### src/txr_pkg.sv
// package: register map, field layout, reset values and timing constants
package txr_pkg;
    // byte addresses (printed offsets are word indices, so index * 4)
    localparam logic [7:0]  IDX_ON_TIME      = 8'h18;
    localparam logic [7:0]  IDX_SYMTICK_HIGH = 8'h14;
    localparam logic [7:0]  IDX_BEACON       = 8'h1A;
    localparam logic [7:0]  IDX_NORMAL       = 8'h1B;
    localparam logic [7:0]  IDX_STATUS       = 8'h1C;
    localparam logic [11:0] ADDR_ON_TIME      = {2'h0, IDX_ON_TIME, 2'h0};
    localparam logic [11:0] ADDR_SYMTICK_HIGH = {2'h0, IDX_SYMTICK_HIGH, 2'h0};
    localparam logic [11:0] ADDR_BEACON       = {2'h0, IDX_BEACON, 2'h0};
    localparam logic [11:0] ADDR_NORMAL       = {2'h0, IDX_NORMAL, 2'h0};
    localparam logic [11:0] ADDR_STATUS       = {2'h0, IDX_STATUS, 2'h0};

    // on-time register fields
    localparam int ON_QEN_BIT    = 7;
    localparam int ON_SYM_LSB    = 2;
    localparam int ON_TICKHI_LSB = 0;
    // symbol tick high register: lead ticks <6:0> at bits 7:1
    localparam int SH_TICKLO_LSB = 1;
    // beacon and normal control fields
    localparam int BC_SEC_BIT  = 1;
    localparam int TRIG_BIT    = 0;
    localparam int NC_SEC_BIT  = 1;
    localparam int NC_ACK_BIT  = 2;
    localparam int NC_IND_BIT  = 3;
    localparam int NC_FP_BIT   = 4;

    // reset values and symbol lead minimum
    localparam logic [3:0] SYM_RESET  = 4'h2;
    localparam logic [3:0] SYM_MIN    = 4'h1;
    localparam logic [8:0] TICK_RESET = 9'h028;
    localparam logic [7:0] SH_OTHER_RESET = 8'h00;

    // timing
    localparam int CLK_NS      = 25;
    localparam int SYMBOL_NS   = 16000;
    localparam int TICK_NS     = 50;
    localparam int SYM_CYC     = SYMBOL_NS / CLK_NS;
    localparam int TICK_CYC    = TICK_NS / CLK_NS;

    typedef struct packed {
        logic       queue_enable;
        logic [3:0] tx_lead_symbols;
        logic [8:0] tx_lead_ticks;
    } txr_lead_type;

    typedef struct packed {
        logic ind;
        logic ack;
        logic sec;
    } txr_frame_opt_type;
endpackage : txr_pkg

### src/txr_regs.sv
// register bank: transmit lead time, beacon and normal send control
//
// The APB interface to the registers was decided locally.
`timescale 1ns/1ps
module txr_regs #(
    parameter int MAX_RETRIES = 3
) (
    // apb
    input  wire logic        pclk,
    input  wire logic        presetn,
    input  wire logic        psel,
    input  wire logic        penable,
    input  wire logic        pwrite,
    input  wire logic [11:0] paddr,
    input  wire logic [31:0] pwdata,
    output logic      [31:0] prdata,
    output logic             pready,
    output logic             pslverr,
    // transmit engine
    input  wire logic        packet_due,
    input  wire logic        tx_done,
    input  wire logic        ack_seen,
    input  wire logic        ack_frame_pending,
    output logic             beacon_send,
    output logic             normal_send,
    output txr_pkg::txr_frame_opt_type normal_opts,
    output logic             beacon_secure,
    output logic             tx_enable,
    output logic             queue_enable
);
    if (MAX_RETRIES < 0 || MAX_RETRIES > 15) begin : g_bad_retries
        $error("MAX_RETRIES out of range");
    end

    txr_pkg::txr_lead_type lead_r;
    logic       bsec_r;
    logic       btrig_r;
    logic       ntrig_r;
    logic [6:0] sh_other_r;
    logic       fp_r;
    txr_pkg::txr_frame_opt_type nopt_r;
    logic [3:0] retry_r;
    logic       awaiting_ack_r;
    logic       resend_r;
    logic [19:0] lead_cnt_r;
    logic        txen_r;

    wire wr_en   = psel & penable & pwrite;
    wire hit_on  = paddr == txr_pkg::ADDR_ON_TIME;
    wire hit_sh  = paddr == txr_pkg::ADDR_SYMTICK_HIGH;
    wire hit_bc  = paddr == txr_pkg::ADDR_BEACON;
    wire hit_nc  = paddr == txr_pkg::ADDR_NORMAL;
    wire hit_st  = paddr == txr_pkg::ADDR_STATUS;
    wire mapped  = hit_on | hit_sh | hit_bc | hit_nc | hit_st;
    wire wr_on   = wr_en & hit_on;
    wire wr_sh   = wr_en & hit_sh;
    wire wr_bc   = wr_en & hit_bc;
    wire wr_nc   = wr_en & hit_nc;
    wire new_ntrig = wr_nc & pwdata[txr_pkg::TRIG_BIT];
    wire [3:0] sym_wr = pwdata[txr_pkg::ON_SYM_LSB +: 4];
    // keep field legal: zero is clamped to the minimum
    wire [3:0] sym_legal = (sym_wr < txr_pkg::SYM_MIN) ? txr_pkg::SYM_MIN : sym_wr;

    assign pready  = 1'b1;
    assign pslverr = psel & penable & ~mapped;

    wire [7:0] rd_on = {lead_r.queue_enable, 1'b0, lead_r.tx_lead_symbols,
                        lead_r.tx_lead_ticks[8:7]};
    wire [7:0] rd_sh = {lead_r.tx_lead_ticks[6:0], sh_other_r[0]};
    wire [7:0] rd_bc = {6'h00, bsec_r, 1'b0};
    wire [7:0] rd_nc = {3'h0, fp_r, nopt_r.ind, nopt_r.ack, nopt_r.sec, 1'b0};
    wire [7:0] rd_st = {3'h0, retry_r, awaiting_ack_r};
    wire [7:0] rd_sel = hit_on ? rd_on : hit_sh ? rd_sh : hit_bc ? rd_bc :
                        hit_nc ? rd_nc : hit_st ? rd_st : 8'h00;

    always_ff @(posedge pclk or negedge presetn) begin
        if (!presetn) begin
            prdata <= 32'h0000_0000;
        end else if (psel && !penable && !pwrite) begin
            prdata <= {24'h000000, rd_sel};
        end
    end

    // lead-time configuration
    always_ff @(posedge pclk or negedge presetn) begin
        if (!presetn) begin
            lead_r.queue_enable    <= 1'b1;
            lead_r.tx_lead_symbols <= txr_pkg::SYM_RESET;
            lead_r.tx_lead_ticks   <= txr_pkg::TICK_RESET;
            sh_other_r             <= 7'h00;
        end else begin
            if (wr_on) begin
                lead_r.queue_enable       <= pwdata[txr_pkg::ON_QEN_BIT];
                lead_r.tx_lead_symbols    <= sym_legal;
                lead_r.tx_lead_ticks[8:7] <= pwdata[txr_pkg::ON_TICKHI_LSB +: 2];
            end
            if (wr_sh) begin
                lead_r.tx_lead_ticks[6:0] <= pwdata[txr_pkg::SH_TICKLO_LSB +: 7];
                sh_other_r                <= {6'h00, pwdata[0]};
            end
        end
    end

    // beacon control
    always_ff @(posedge pclk or negedge presetn) begin
        if (!presetn) begin
            bsec_r  <= 1'b0;
            btrig_r <= 1'b0;
        end else begin
            if (wr_bc) bsec_r <= pwdata[txr_pkg::BC_SEC_BIT];
            btrig_r <= wr_bc & pwdata[txr_pkg::TRIG_BIT];
        end
    end

    // normal control, retransmission and ack status
    always_ff @(posedge pclk or negedge presetn) begin
        if (!presetn) begin
            ntrig_r        <= 1'b0;
            nopt_r         <= '0;
            fp_r           <= 1'b0;
            retry_r        <= 4'h0;
            awaiting_ack_r <= 1'b0;
            resend_r       <= 1'b0;
        end else begin
            ntrig_r  <= new_ntrig;
            resend_r <= 1'b0;
            if (wr_nc) begin
                nopt_r.ind <= pwdata[txr_pkg::NC_IND_BIT];
                nopt_r.ack <= pwdata[txr_pkg::NC_ACK_BIT];
                nopt_r.sec <= pwdata[txr_pkg::NC_SEC_BIT];
            end
            if (ntrig_r) begin
                nopt_r         <= '0;
                awaiting_ack_r <= nopt_r.ack;
                retry_r        <= 4'h0;
            end
            if (ack_seen) fp_r <= ack_frame_pending;
            if (awaiting_ack_r && ack_seen) begin
                awaiting_ack_r <= 1'b0;
            end else if (awaiting_ack_r && tx_done && !ntrig_r) begin
                if (retry_r < 4'(MAX_RETRIES)) begin
                    retry_r  <= retry_r + 4'h1;
                    resend_r <= 1'b1;
                end else begin
                    awaiting_ack_r <= 1'b0;
                end
            end
        end
    end

    // transmitter enable lead: count symbols plus ticks before packet start
    wire [19:0] lead_total = 20'(lead_r.tx_lead_symbols * txr_pkg::SYM_CYC)
                           + 20'(lead_r.tx_lead_ticks * txr_pkg::TICK_CYC);
    always_ff @(posedge pclk or negedge presetn) begin
        if (!presetn) begin
            lead_cnt_r <= 20'h00000;
            txen_r     <= 1'b0;
        end else if (beacon_send || normal_send) begin
            lead_cnt_r <= lead_total;
            txen_r     <= 1'b1;
        end else if (txen_r && (packet_due || tx_done)) begin
            txen_r     <= ~tx_done;
            lead_cnt_r <= 20'h00000;
        end else if (lead_cnt_r != 20'h00000) begin
            lead_cnt_r <= lead_cnt_r - 20'h00001;
        end
    end

    // send strobes go out one cycle after the trigger register; the lead count is loaded on the strobe
    logic bsend_pend_r;
    logic nsend_pend_r;
    always_ff @(posedge pclk or negedge presetn) begin
        if (!presetn) begin
            bsend_pend_r <= 1'b0;
            nsend_pend_r <= 1'b0;
        end else begin
            bsend_pend_r <= btrig_r;
            nsend_pend_r <= ntrig_r | resend_r;
        end
    end

    assign beacon_send   = bsend_pend_r;
    assign normal_send   = nsend_pend_r;
    assign normal_opts   = nopt_r;
    assign beacon_secure = bsec_r;
    assign tx_enable     = txen_r;
    assign queue_enable  = lead_r.queue_enable;

    a_qen_reset: assert property (
        @(posedge pclk) $rose(presetn) |-> lead_r.queue_enable)
        else $error("queue enable not one after reset");

    a_qen_write: assert property (
        @(posedge pclk) disable iff (!presetn)
        wr_on |=> queue_enable == $past(pwdata[txr_pkg::ON_QEN_BIT]))
        else $error("queue enable write lost");

    a_sym_min: assert property (
        @(posedge pclk) disable iff (!presetn)
        lead_r.tx_lead_symbols >= txr_pkg::SYM_MIN)
        else $error("symbol lead below minimum");

    a_sym_clamp: assert property (
        @(posedge pclk) disable iff (!presetn)
        (wr_on && sym_wr == 4'h0) |=> lead_r.tx_lead_symbols == txr_pkg::SYM_MIN)
        else $error("zero symbol lead not clamped");

    a_sym_write: assert property (
        @(posedge pclk) disable iff (!presetn)
        (wr_on && sym_wr != 4'h0) |=> lead_r.tx_lead_symbols == $past(sym_wr))
        else $error("symbol lead write lost");

    a_tick_reset: assert property (
        @(posedge pclk) $rose(presetn) |-> lead_r.tx_lead_ticks == txr_pkg::TICK_RESET)
        else $error("tick lead reset wrong");

    a_tick_high: assert property (
        @(posedge pclk) disable iff (!presetn)
        wr_on |=> lead_r.tx_lead_ticks[8:7] == $past(pwdata[txr_pkg::ON_TICKHI_LSB +: 2]))
        else $error("tick high split wrong");

    a_tick_split: assert property (
        @(posedge pclk) disable iff (!presetn)
        wr_sh |=> lead_r.tx_lead_ticks[6:0] == $past(pwdata[txr_pkg::SH_TICKLO_LSB +: 7]))
        else $error("tick split wrong");

    a_bc_reserved: assert property (
        @(posedge pclk) disable iff (!presetn)
        (psel && !penable && !pwrite && hit_bc) |=> prdata[7:2] == 6'h00 && !prdata[0])
        else $error("beacon reserved bits nonzero");

    a_unmapped_read: assert property (
        @(posedge pclk) disable iff (!presetn)
        (psel && !penable && !pwrite && !mapped) |=> prdata == 32'h0000_0000)
        else $error("unmapped read not zero");

    a_bsec_write: assert property (
        @(posedge pclk) disable iff (!presetn)
        wr_bc |=> beacon_secure == $past(pwdata[txr_pkg::BC_SEC_BIT]))
        else $error("beacon security write lost");

    a_btrig_clear: assert property (
        @(posedge pclk) disable iff (!presetn)
        btrig_r |=> !btrig_r || $past(wr_bc))
        else $error("beacon trigger stuck");

    a_beacon_send: assert property (
        @(posedge pclk) disable iff (!presetn)
        (wr_bc && pwdata[txr_pkg::TRIG_BIT]) |-> ##2 beacon_send)
        else $error("beacon send missing");

    a_beacon_once: assert property (
        @(posedge pclk) disable iff (!presetn)
        beacon_send |=> !beacon_send)
        else $error("beacon send longer than one cycle");

    a_normal_send: assert property (
        @(posedge pclk) disable iff (!presetn)
        new_ntrig |-> ##2 normal_send)
        else $error("normal send missing");

    a_ntrig_clear: assert property (
        @(posedge pclk) disable iff (!presetn)
        ntrig_r |=> !ntrig_r || $past(wr_nc))
        else $error("normal trigger stuck");

    a_opts_clear: assert property (
        @(posedge pclk) disable iff (!presetn)
        (ntrig_r && !wr_nc) |=> nopt_r == '0)
        else $error("options not cleared");

    a_resend: assert property (
        @(posedge pclk) disable iff (!presetn)
        (awaiting_ack_r && tx_done && !ack_seen && !ntrig_r && retry_r < 4'(MAX_RETRIES))
        |-> ##2 normal_send)
        else $error("retransmission missing");

    a_retry_limit: assert property (
        @(posedge pclk) disable iff (!presetn)
        retry_r <= 4'(MAX_RETRIES))
        else $error("retry count above limit");

    a_ack_clear: assert property (
        @(posedge pclk) disable iff (!presetn)
        (awaiting_ack_r && ack_seen && !ntrig_r) |=> !awaiting_ack_r)
        else $error("ack did not end waiting");

    a_fp_track: assert property (
        @(posedge pclk) disable iff (!presetn)
        ack_seen |=> fp_r == $past(ack_frame_pending))
        else $error("pending status wrong");

    a_lead_load: assert property (
        @(posedge pclk) disable iff (!presetn)
        (beacon_send && !packet_due) |=> lead_cnt_r == $past(lead_total) && tx_enable)
        else $error("lead count not loaded");

    a_lead_count: assert property (
        @(posedge pclk) disable iff (!presetn)
        (lead_cnt_r != 20'h00000 && !beacon_send && !normal_send && !packet_due && !tx_done)
        |=> lead_cnt_r == $past(lead_cnt_r) - 20'h00001)
        else $error("lead count not running");

    a_txen_drop: assert property (
        @(posedge pclk) disable iff (!presetn)
        (txen_r && tx_done && !beacon_send && !normal_send) |=> !tx_enable)
        else $error("transmitter enable not dropped");

    a_prdata_hold: assert property (
        @(posedge pclk) disable iff (!presetn)
        !(psel && !penable && !pwrite) |=> $stable(prdata))
        else $error("read data changed outside setup");
endmodule : txr_regs

### config.mk
export PLATFORM = sky130hd
export DESIGN_NAME = txr_regs
export DESIGN_NICKNAME = d
export VERILOG_FILES = /design/src/txr_pkg.sv /design/src/txr_regs.sv
export SDC_FILE = /design/constraint.sdc
export NUM_CORES = 1
export LEC_CHECK = 0
export ABC_CLOCK_PERIOD_IN_PS = 3150
export BUFFER_PORTS_ARGS = -buffer_cell sky130_fd_sc_hd__buf_4
export CAP_MARGIN = 20
export CELL_PAD_IN_SITES_DETAIL_PLACEMENT = 1
export CELL_PAD_IN_SITES_GLOBAL_PLACEMENT = 1
export CORE_UTILIZATION = 37
export DETAILED_ROUTE_END_ITERATION = 6
export PLACE_DENSITY_LB_ADDON = 0.1
export SLEW_MARGIN = 40
export SYNTH_ARGS = -nofsm -noshare
export SYNTH_HDL_FRONTEND = slang
export SYNTH_SLANG_ARGS = --single-unit
export TNS_END_PERCENT = 10
### constraint.sdc
create_clock -name pclk -period 3.15 [get_ports pclk]
set_clock_uncertainty 0.1 [all_clocks]
set_input_delay 0.315 -clock pclk [delete_from_list [all_inputs] [get_ports pclk]]
set_output_delay 0.315 -clock pclk [all_outputs]
set_load 0.01 [all_outputs]
==> metrics.txt <==
Bufs on Longest Clock Path 2; worst r2r path cells 5; Final Cycle Share between 70% and 80%; mux cell area share after synthesis 12.4%; worst r2r src retry_r[0]; Post-Synth Adder-Cell Area less than 1%; chip height 76.5 um; Hold Startpoint tx_done; Highest Clock Rate 421 MHz; fin util 46.3%; slew margin rel. 53.4%; PostCTS Resize Cnt 0; post-placement cell count slightly below 300; H-tree depth 2; FF-to-FF End retry_r[1]; hold_buf cts 1; PD cells between 300 and 400 nW/um2; total congestion overflow 0; RSZ-0062 raised after global routing false; core outline area ~5200 um2; Startpoint Class primary input; worst ir drop on vdd about 190 uV; Static Leak 1.18 nW; pins over their slew limit 0; cell at the root of the clock tree clkbuf_8; Final Hold Fails 0; Final nets 287; Post-synth EDFFs 0; diode count 0; clock-pin slew on the worst setup and hold paths 70 ps; fraction of registers with async set/reset 100%; initial antenna violation count 0; vias per std cell 4.88; Die X about 77 um; synth-to-layout area growth 18.1%; die area 5850 um2; hold path endpoint tx_enable; antenna viol nets, final 0; final setup fails 0; Synth Area in Compound Gates 11.0%; Syn Area/Cell about 11 um2; mapped cell area 2050 um2; Ys Warns 0; main combinational cell family by area after synthesis simple AND/OR/NAND/NOR gates; crit path max fanout 7; Worst Hold Class primary input to flop; wirelength, routed 4970 um; Final Critical Period 2380 ps; Pre-antenna DRT Iters 4; CTS Buf Count 5; register area share after synthesis 47.7%; Yosys reg bits 39; Cells after Synth around 190; outcome complete, no violations; IO Port Bufs 44; initial core utilization between 30% and 40%; global-route wire length before repair between 8000 and 9000 um; hold_ws 143 ps; arrival time worst endpoint 1960 ps; CP required 2730 ps; Synth Area in XOR/XNOR 0%; # clock sinks 39; vias in the first global route between 1500 and 2000; Hold Crit Depth 2; postcts setup bufs 0; drt wl/cell between 15 and 20 um; initial DRC count 49; TritonCTS clock tree built; Layout Cells excl Fill ~300; row count 26; GRT Total Usage 18.7%; layout cells sized above 1 33.8%; detailed-route via count 1485; Clk Latency, worst-skew pair roughly 290 ps; # IOs 95; setup TNS 0 ps; FF-to-FF setup slack 1680 ps; DRC 0; commonest register cell after synthesis dfrtp_1; gpl congestion 0.708; count of maximum capacitance violations 0; dpl hpwl ~4000 um; Worst Setup End Kind output port; Yosys cell types between 40 and 50; simple-gate share of the synthesized area 15.7%; largest net degree at the start of global routing 40; Tightest Pin Transition 697 ps; Setup CP Type primary input to output port
[critical path, stage by stage]
cell	delay (ps)
buf_4	140
or4_1	660
or3_1	470
nor2_1	160
nor3_1	70
buf_4	140
[cell usage in the layout, fill, tap and decap left out, types with 2 or more instances in the layout]
cell type and instances:
dfstp_2 4, nand3_1 2, buf_4 45, mux2_4 6, nand3b_1 3, conb_1 25
o21bai_1 3, or3b_2 2, nor2_1 10, clkbuf_1 2, nand2_1 14, a21oi_1 2
mux2_2 11, a22oi_1 8, nor2b_1 4, o21ai_0 7, mux2i_1 4, inv_1 6
o31ai_1 3, clkbuf_8 5, nand2b_1 2, dfrtp_1 35, nor3_1 6, or4_4 2
a211o_1 3
[worst max-delay path by stage]
stage                  to  depth (start not counted)     start  slack (ps)
2_1_floorplan  lead_r[11]                          5  paddr[9]         990
3_5_place_dp      pslverr                          6  paddr[2]         770
6_report          pslverr                          6  paddr[2]         770
5_1_grt           pslverr                          6  paddr[2]         680
3_3_place_gp      pslverr                          6  paddr[2]         800
4_1_cts           pslverr                          6  paddr[2]         770
[stage by stage]
stage          cell area [um2]  worst slack, ps  total power, mW
6_report                  2430              772            0.924
5_1_grt                   2430              677            0.967
4_1_cts                   2430              766            0.938
3_5_place_dp              2340              774            0.606
3_3_place_gp              2340              796            0.603
2_1_floorplan             2140              995            0.575
[synthesized netlist by cell type, types with 3 or more instances]
cell type	instances	area share (%)
a211o_1	3	1.3
nand3b_1	3	1.1
nand2_1	14	2.6
dfrtp_1	35	43
nor2_1	10	1.8
o21ai_0	7	1.7
buf_4	25	9.1
mux2_4	6	4.4
o31ai_1	3	1.1
mux2_2	11	6.0
clkbuf_1	4	0.73
a22oi_1	8	2.9
nor3_1	6	1.5
inv_1	6	1.1
o21bai_1	3	1.1
dfstp_2	4	5.1
mux2i_1	4	1.9
nor2b_1	4	1.2
[power breakdown]
group	total [mW]	switching, mW	internal (mW)
clock	0.328	0.172	0.155
sequential	0.506	0.00204	0.504
combinational	0.0901	0.0535	0.0367
[routing by layer]
layer | routed length [um] | global-route usage (%) | vias up
li1 | - | - | 701
met1 | 2130 | 23.2 | 719
met2 | 2490 | 31.7 | 58
met3 | 278 | 4.43 | 7
met4 | 68 | 6.35 | 0
met5 | 0 | 0 | -
[logic make-up after synthesis]
kind of cell	Yosys count
AND/OR/NAND/NOR	56
flip-flops	39
buffers and inverters	38
AO/OA/AOI/OAI	32
multiplexers	21
other	2
adder cells (fa/ha/maj)	1
[registers in the layout, indices dropped and copies added, names as in the netlist]
register,count
lead_r,13
prdata,8
retry_r,4
normal_opts,3
awaiting_ack_r,1
beacon_secure,1
beacon_send,1
btrig_r,1
fp_r,1
normal_send,1
ntrig_r,1
queue_enable,1
resend_r,1
sh_other_r,1
tx_enable,1
[layout make-up]
type                    count  area, um2
clock buffers               7       76.3
repair buffers             46        348
multi-input cells         135        907
inverters                   6       22.5
fillers                   596       2810
well taps                  70       87.6
flip-flops and latches     39        981
clock inverters             1       5.00
(Power assumes the default switching activity.)
